**src/tcs_consts.svh**
```systemverilog
// Timing and setting constants for the trip circuit monitor
`ifndef TCS_CONSTS_SVH
`define TCS_CONSTS_SVH
`define TCS_CLK_HZ          10000000
`define TCS_DELAY_MIN_CS    16'h000A
`define TCS_DELAY_MAX_CS    16'h03E8
`define TCS_DELAY_DEF_CS    16'h0014
`define TCS_CS_NS           10000000
`define TCS_CLK_NS          100
`define TCS_TICK_CYCLES     (`TCS_CS_NS / `TCS_CLK_NS)
`define TCS_TICK_W          17
`define TCS_CS_W            16
`endif

```
**src/tcs_pkg.sv**
```systemverilog
// Types for the trip circuit monitor
`default_nettype none
package tcs_pkg;
  typedef enum logic [0:0] {
    TCS_MODE_CLOSED = 1'b0,
    TCS_MODE_EITHER = 1'b1
  } tcs_mode_type;
  typedef struct packed {
    logic         function_active;
    logic         block_allow_setting;
    tcs_mode_type mode;
    logic [15:0]  supervision_alarm_delay;
  } tcs_cfg_type;
  typedef struct packed {
    logic active;
    logic blocked_flag;
    logic alarm;
    logic not_possible;
  } tcs_status_type;
  typedef enum logic [2:0] {
    TCS_ST_IDLE    = 3'b001,
    TCS_ST_TIMING  = 3'b010,
    TCS_ST_ALARM   = 3'b100
  } tcs_state_type;
endpackage
`default_nettype wire

```
**src/tcs_sync.sv**
```systemverilog
// Two-flop synchroniser for a bank of pin inputs
`default_nettype none
module tcs_sync #(
  parameter int WIDTH = 4
) (
  input  wire logic             clk_in,
  input  wire logic             sys_rst_in,
  input  wire logic [WIDTH-1:0] async_in,
  output logic      [WIDTH-1:0] sync_out
);
  logic [WIDTH-1:0] meta_q;
  genvar g;
  generate
    for (g = 0; g < WIDTH; g++) begin : g_bit
      always_ff @(posedge clk_in) begin
        if (sys_rst_in) begin
          meta_q[g]   <= 1'b0;
          sync_out[g] <= 1'b0;
        end else begin
          meta_q[g]   <= async_in[g];
          sync_out[g] <= meta_q[g];
        end
      end
    end
  endgenerate
endmodule
`default_nettype wire

```
**src/tcs_monitor.sv**
```systemverilog
// Trip circuit monitor: breaker contact supervision with delayed alarm
// What this block does
// - Function setting off means no supervision, alarm
// - Block allow ignored without assigned blocking input
// - Alarm delay 0.10 to 10.00 s, default 0.2
// - Lost control voltage alarms after full delay
// - Broken control wire alarms after full delay
// - No position source assigned raises not-possible flag while function setting on
// - Inputs: 52a, 52b, two blocks, position source
// - Outputs: active, blocked, supervision alarm, not possible
// - Mode Closed supervises closed; Either both positions
// - Input one when closed, two when open
`include "tcs_consts.svh"
`default_nettype none
module tcs_monitor #(
  // Clocks per 10 ms delay step
  parameter int TICK_CYCLES = `TCS_TICK_CYCLES
) (
  // Clock and reset
  input  wire logic                clk_in,
  input  wire logic                sys_rst_in,
  // Settings
  input  wire tcs_pkg::tcs_cfg_type cfg_in,
  input  wire logic                block_one_assigned_in,
  input  wire logic                block_two_assigned_in,
  input  wire logic                position_assigned_in,
  // Breaker contacts and blocking pins
  input  wire logic                aux_closed_52a_in,
  input  wire logic                aux_open_52b_in,
  input  wire logic                external_block_one_in,
  input  wire logic                external_block_two_in,
  input  wire logic                breaker_position_source_in,
  // Status
  output tcs_pkg::tcs_status_type  status_out
);
  logic [3:0]                 pins_s;
  logic                       a52_s;
  logic                       b52_s;
  logic                       blk1_s;
  logic                       blk2_s;
  logic                       pos_closed_s;
  logic                       blocked_d;
  logic                       supervise_d;
  logic                       fault_d;
  logic [15:0]                delay_cs;
  logic [`TCS_TICK_W-1:0]     tick_cnt_q;
  logic [`TCS_CS_W-1:0]       cs_cnt_q;
  logic                       fault_q;
  logic                       tick;
  tcs_pkg::tcs_state_type     state_q;
  tcs_pkg::tcs_status_type    status_q;

  tcs_sync #(.WIDTH(4)) u_sync (
    .clk_in     (clk_in),
    .sys_rst_in (sys_rst_in),
    .async_in   ({aux_closed_52a_in, aux_open_52b_in,
                  external_block_one_in, external_block_two_in}),
    .sync_out   (pins_s)
  );

  logic [1:0] pos_meta_q;
  always_ff @(posedge clk_in) begin
    if (sys_rst_in) begin
      pos_meta_q <= 2'h0;
    end else begin
      pos_meta_q <= {pos_meta_q[0], breaker_position_source_in};
    end
  end

  assign a52_s        = pins_s[3];
  assign b52_s        = pins_s[2];
  assign blk1_s       = pins_s[1];
  assign blk2_s       = pins_s[0];
  assign pos_closed_s = pos_meta_q[1];

  always_comb begin
    if (cfg_in.supervision_alarm_delay < `TCS_DELAY_MIN_CS) begin
      delay_cs = `TCS_DELAY_MIN_CS;
    end else if (cfg_in.supervision_alarm_delay > `TCS_DELAY_MAX_CS) begin
      delay_cs = `TCS_DELAY_MAX_CS;
    end else begin
      delay_cs = cfg_in.supervision_alarm_delay;
    end
  end

  always_comb begin
    // assigned true block holds off supervision
    blocked_d = cfg_in.function_active && cfg_in.block_allow_setting &&
                ((block_one_assigned_in && blk1_s) ||
                 (block_two_assigned_in && blk2_s));
    supervise_d = cfg_in.function_active && !blocked_d && position_assigned_in;
    // input one closed, input two open
    // lost voltage drops the monitored input
    // broken wire drops the monitored input
    if (pos_closed_s) begin
      fault_d = !a52_s;
    end else begin
      // open position only in Either mode
      fault_d = (cfg_in.mode == tcs_pkg::TCS_MODE_EITHER) && !b52_s;
    end
    fault_d = fault_d && supervise_d;
  end

  always_ff @(posedge clk_in) begin
    if (sys_rst_in) begin
      fault_q <= 1'b0;
    end else begin
      fault_q <= fault_d;
    end
  end

  // Centisecond tick prescaler, restarted with each fault onset
  assign tick = (tick_cnt_q == `TCS_TICK_W'(TICK_CYCLES - 1));
  always_ff @(posedge clk_in) begin
    if (sys_rst_in) begin
      tick_cnt_q <= '0;
    end else if (!fault_q || tick) begin
      tick_cnt_q <= '0;
    end else begin
      tick_cnt_q <= tick_cnt_q + `TCS_TICK_W'(1);
    end
  end

  // timer runs only while fault persists
  always_ff @(posedge clk_in) begin
    if (sys_rst_in) begin
      state_q  <= tcs_pkg::TCS_ST_IDLE;
      cs_cnt_q <= '0;
    end else begin
      unique case (state_q)
        tcs_pkg::TCS_ST_IDLE: begin
          cs_cnt_q <= '0;
          if (fault_q) begin
            state_q <= tcs_pkg::TCS_ST_TIMING;
          end
        end
        tcs_pkg::TCS_ST_TIMING: begin
          if (!fault_q) begin
            state_q  <= tcs_pkg::TCS_ST_IDLE;
            cs_cnt_q <= '0;
          end else if (tick) begin
            cs_cnt_q <= cs_cnt_q + `TCS_CS_W'(1);
            if (cs_cnt_q + `TCS_CS_W'(1) >= delay_cs) begin
              state_q <= tcs_pkg::TCS_ST_ALARM;
            end
          end
        end
        tcs_pkg::TCS_ST_ALARM: begin
          if (!fault_q) begin
            state_q  <= tcs_pkg::TCS_ST_IDLE;
            cs_cnt_q <= '0;
          end
        end
        default: begin
          state_q  <= tcs_pkg::TCS_ST_IDLE;
          cs_cnt_q <= '0;
        end
      endcase
    end
  end

  always_ff @(posedge clk_in) begin
    if (sys_rst_in) begin
      status_q <= '0;
    end else begin
      status_q.active       <= cfg_in.function_active;
      status_q.blocked_flag <= blocked_d;
      status_q.alarm        <= (state_q == tcs_pkg::TCS_ST_ALARM) && fault_q;
      status_q.not_possible <= cfg_in.function_active && !position_assigned_in;
    end
  end
  assign status_out = status_q;

  a_inactive_no_alarm: assert property (@(posedge clk_in) disable iff (sys_rst_in)
    !cfg_in.function_active [*2] |=> !status_out.alarm)
    else $error("alarm while function inactive");
  a_unassigned_no_block: assert property (@(posedge clk_in) disable iff (sys_rst_in)
    (!block_one_assigned_in && !block_two_assigned_in) |=> !status_out.blocked_flag)
    else $error("blocked without assigned input");
  a_blocked_no_alarm: assert property (@(posedge clk_in) disable iff (sys_rst_in)
    blocked_d |-> ##2 !status_out.alarm)
    else $error("alarm while blocked");
  // alarm only with a standing fault
  a_alarm_needs_fault: assert property (@(posedge clk_in) disable iff (sys_rst_in)
    status_out.alarm |-> $past(fault_q))
    else $error("alarm without fault");
  // alarm needs fault held for the minimum delay
  a_alarm_after_delay: assert property (@(posedge clk_in) disable iff (sys_rst_in)
    $rose(status_out.alarm) |-> $past(fault_q, 2) && (cs_cnt_q >= `TCS_DELAY_MIN_CS))
    else $error("alarm before delay");
  // counter never passes the maximum delay setting
  a_counter_bound: assert property (@(posedge clk_in) disable iff (sys_rst_in)
    cs_cnt_q <= `TCS_DELAY_MAX_CS)
    else $error("delay counter out of range");
  a_not_possible: assert property (@(posedge clk_in) disable iff (sys_rst_in)
    cfg_in.function_active && !position_assigned_in |=> status_out.not_possible)
    else $error("not-possible flag missing");
  a_closed_mode_open: assert property (@(posedge clk_in) disable iff (sys_rst_in)
    cfg_in.mode == tcs_pkg::TCS_MODE_CLOSED && !pos_closed_s |=> !fault_q)
    else $error("fault in closed mode while open");
  a_active_flag: assert property (@(posedge clk_in) disable iff (sys_rst_in)
    cfg_in.function_active |=> status_out.active)
    else $error("active flag missing");
  c_alarm: cover property (@(posedge clk_in) $rose(status_out.alarm));
  c_blocked: cover property (@(posedge clk_in) $rose(status_out.blocked_flag));
  c_restart: cover property (@(posedge clk_in) state_q == tcs_pkg::TCS_ST_TIMING && !fault_q);
  c_open_alarm: cover property (@(posedge clk_in) !pos_closed_s && status_out.alarm);
endmodule
`default_nettype wire

```
**config.mk**
```make
export PLATFORM = sky130hd
export DESIGN_NAME = tcs_monitor
export DESIGN_NICKNAME = d
export VERILOG_FILES = /design/src/tcs_pkg.sv /design/src/tcs_sync.sv /design/src/tcs_monitor.sv
export VERILOG_INCLUDE_DIRS = /design/src
export SDC_FILE = /design/constraint.sdc
export NUM_CORES = 1
export LEC_CHECK = 0
export ABC_AREA = 1
export BUFFER_PORTS_ARGS = -buffer_cell sky130_fd_sc_hd__buf_2
export CELL_PAD_IN_SITES_DETAIL_PLACEMENT = 0
export CELL_PAD_IN_SITES_GLOBAL_PLACEMENT = 1
export CORE_MARGIN = 5
export CORE_UTILIZATION = 38
export CTS_CLUSTER_SIZE = 40
export DETAILED_ROUTE_END_ITERATION = 12
export GPL_TIMING_DRIVEN = 0
export HOLD_SLACK_MARGIN = 0.02
export PLACE_DENSITY_LB_ADDON = 0.1
export REMOVE_ABC_BUFFERS = 1
export SKIP_LAST_GASP = 1
export SLEW_MARGIN = 10
export SYNTH_ARGS = -nofsm -noshare
export SYNTH_HDL_FRONTEND = slang
export SYNTH_SLANG_ARGS = --single-unit
```
**constraint.sdc**
```tcl
create_clock -name clk_in -period 1.9 [get_ports clk_in]
set_input_delay 0.285 -clock clk_in [delete_from_list [all_inputs] [get_ports clk_in]]
set_output_delay 0.285 -clock clk_in [all_outputs]
set_load 0.02 [all_outputs]
```
==> impl_metrics.toml <==
[run_status]
outcome = "finished, violations left"
violations = "setup timing"

[pwr]
power_frac_clock_pct = 32.9
combPwrFrac_pct = 11.7
ir_drop_v = 0.000345
p_int_mw = 1.47
netSwitchingFraction_pct = 27.6
power.density_nw_per_um2 = 584
netSwitchingPower_mw = 0.559
seq_power_share_pct = 55.4
leakage_nw = 1.60

[sta]
drv_slew = 0
rsz0062_at_grt = "true"
final_hold_viol_count = 0
max_freq_mhz = 453
finalWorstSetupSlack_ps = -306
fin_hold_ws_ps = 145
fin_crit_sh_pct = 116
fin_worst_skew_ps = 11.3
final.setup.tns_ps = -1220
period_minus_slack_ps = 2210
setup_viol = 8
relSlewSlack_pct = 59.7
tightest_slew_ps = 604

[logic_synthesis]
synthesis.area_sq_um = 2800
syn_avg_cell_area_sq_um = 7.12
postSynthCellCount = 394
ys_seq_elements = 51
yosysSeqAreaShare_pct = 36.4
synth_warnings = 0
synth.distinct_cells = 34

[worst_setup_path]
crit_fanout = 5
end_kind = "register"
critPathRequiredTime_ps = 2110
worst_r2r_path_depth = 13
regToRegEndpoint = "state_q[1]"
cpMaxStageDelayCell = "dfxtp_4"
cp-start-kind = "register"
criticalPathCategory = "reg2reg"
crit_arrival_ps = 2420
reg2reg_from = "cs_cnt_q[1]"
reg2reg_setup_slack_ps = -310
cp_cell_sequence = "ha_4 -> nand3_4 -> inv_4 -> nand3_4 -> nor2_4 -> xor2_1 -> ha_1 -> nand4_1 -> a21oi_2 -> nor2_1 -> nand2_2 -> a21oi_1 -> nor2_1"
slowest_delay_ps = 390

[clocking]
cts_hold_buf = 0
numCtsBuffers = 5
clk_path_buf_depth = 2
cts_tree = "done"
htreeDepth = 2
path_clk_slew_ps = 100
cts_sinks = 51
clk_latency_ps = 310
root_buffer = "clkbuf_8"

[detailed_routing]
drt_iter0_markers = 60
dr.pass1.iters = 4
avgViaCountPerCell = 4.54
route.antenna.remaining_nets = 0
drt-total-wl_microns = 6090
drt-wirelength-per-cell_microns = 11.0
via_count = 2520
drc = 0

[grt]
grt_antenna_before_repair = 0
grt_start_max_net_pins = 31
grt_pass1_vias = 2515
grt_overflow = 0
grt_use_total_pct = 14.6
grt_pass1_wl_microns = 10700

[cells_and_area]
nets = 502
n_antenna_cell = 0
mostFrequentLayoutCells = "nand2_1 (76), nor2_1 (55), inv_1 (54)"
syn2layout_area_growth_pct = 23.7
final_common_cell = "nand2_1"
drive_gt1_share_pct = 23.5

[place]
gp_congestion = 0.762
port_buffers = 32
dp_hpwl_microns = 4450

[die]
fp.dieW_microns = 95.9
die_area_sq_um = 9200
die_h_microns = 95.9
coreArea_sq_um = 7210
pin_count = 33
initial_core_util_pct = 38.9
row_count = 31

[min_path]
hold_depth = 2
hold_start = "position_assigned_in"
min_to = "status_out[0]"
hold_class = "in2reg"

[run]
drv_cap = 0
## how the worst max path moves through the flow
stage	to	cells after the start	startpoint
finish	state_q[1]	13	cs_cnt_q[1]
global route	state_q[1]	13	cs_cnt_q[4]
CTS	state_q[2]	13	cs_cnt_q[4]
detailed placement	state_q[2]	14	cs_cnt_q[0]
global placement	state_q[1]	14	cs_cnt_q[0]
floorplan	state_q[1]	13	cs_cnt_q[0]
## kinds of logic (layout without fill, tap and decap cells)
group                      Yosys count  after routing  share of synthesized area, %
and+or+nand+nor                    194            194                          31.2
AOI/OAI and AO/OA                   44             44                          8.70
DFF                                 51             51                          36.4
other                                1              6                         0.134
xor gates and xnor gates            20             20                          6.25
buffers and inverters               66            123                          9.24
adders and majority gates           18             18                          8.03
## per-layer routing
metal	share of wire (%)	GRT usage [%]
met1	47	17.9
met2	48	26.2
met3	4.0	2.58
met4	0.84	3.55
met5	0	0
## state kept, by name, summed over array words and instances, names as in the netlist
name,flops
u_sync.sync_out,4
tick_cnt_q,17
u_sync.meta_q,4
cs_cnt_q,16
status_out,4
fault_q,1
pos_meta_q,2
state_q,3
## synthesized netlist by cell type
cell type  count  area share, %
buf_2          2           0.36
conb_1         1           0.13
o21a_1         2           0.54
inv_1         55            7.4
nor3b_1        2           0.54
xnor2_1        3           0.94
buf_6          1           0.40
nand2_2        2           0.45
nand2_1       78             10
o21ai_0        9            1.6
nor3_2         3            1.1
o2111ai_1      1           0.31
a21oi_2        2           0.62
xor2_1        17            5.3
dfxtp_1       51             36
nor2_1        58            7.8
nor4_4         1           0.76
and3_1         1           0.22
clkinv_2       1           0.18
nor3_1         8            1.4
clkbuf_1       2           0.27
nor3_4         1           0.58
a22o_1         1           0.31
o211ai_1       1           0.27
nand4_1        9            2.0
nand3_2        1           0.36
nor4_1         2           0.45
ha_1          18            8.0
buf_1          1           0.13
nand3_1       24            4.3
inv_2          4           0.54
a31oi_1        1           0.22
nor2_2         4           0.89
a21oi_1       27            4.8
## metrics by stage
step                instance area [sq um]  std cells  total power, mW  worst slack (ps)  utilization (%)
global route                         3470        555             2.15              -466             48.1
CTS                                  3460        555             2.05              -238             48.0
finish                               3470        555             2.03              -306             48.1
floorplan                            2790        393             1.32              -155                -
global placement                     3070        524             1.39              -618             42.6
detailed placement                   3070        524             1.39              -613             42.6
## area by class of cell
class | count | area (sq um)
inverter | 60 | 231
clock buffer | 5 | 68.8
sequential | 51 | 1050
fill | 777 | 3740
tap | 99 | 124
multi-input combinational | 282 | 1640
clock inverter | 3 | 26.3
timing repair buffer | 55 | 333
## what timing repair did
action / 4_1_cts / 5_1_grt
gates resized for setup: 38 / 2
buffers inserted: 24 / 0
setup endpoints to repair: 24 / 13
pin swaps: 19 / 2
## worst max-delay path: cells and delay by family (launching register included)
kind	cells	cell delay, ps
AND/OR/NAND/NOR	7	760
adder cells (fa/ha/maj)	2	450
flip-flops	1	390
AO/OA/AOI/OAI	2	210
XOR/XNOR	1	210
buffers and inverters	1	90
## power by group through the flow
stage	registers, mW	logic, mW	clock network (mW)
4_1_cts	1.12	0.240	0.691
5_1_grt	1.13	0.281	0.743
3_3_place_gp	1.16	0.234	0
2_1_floorplan	1.15	0.165	0
3_5_place_dp	1.16	0.238	0
6_report	1.12	0.237	0.668
No activity file was read; power rests on OpenSTA's default activity.
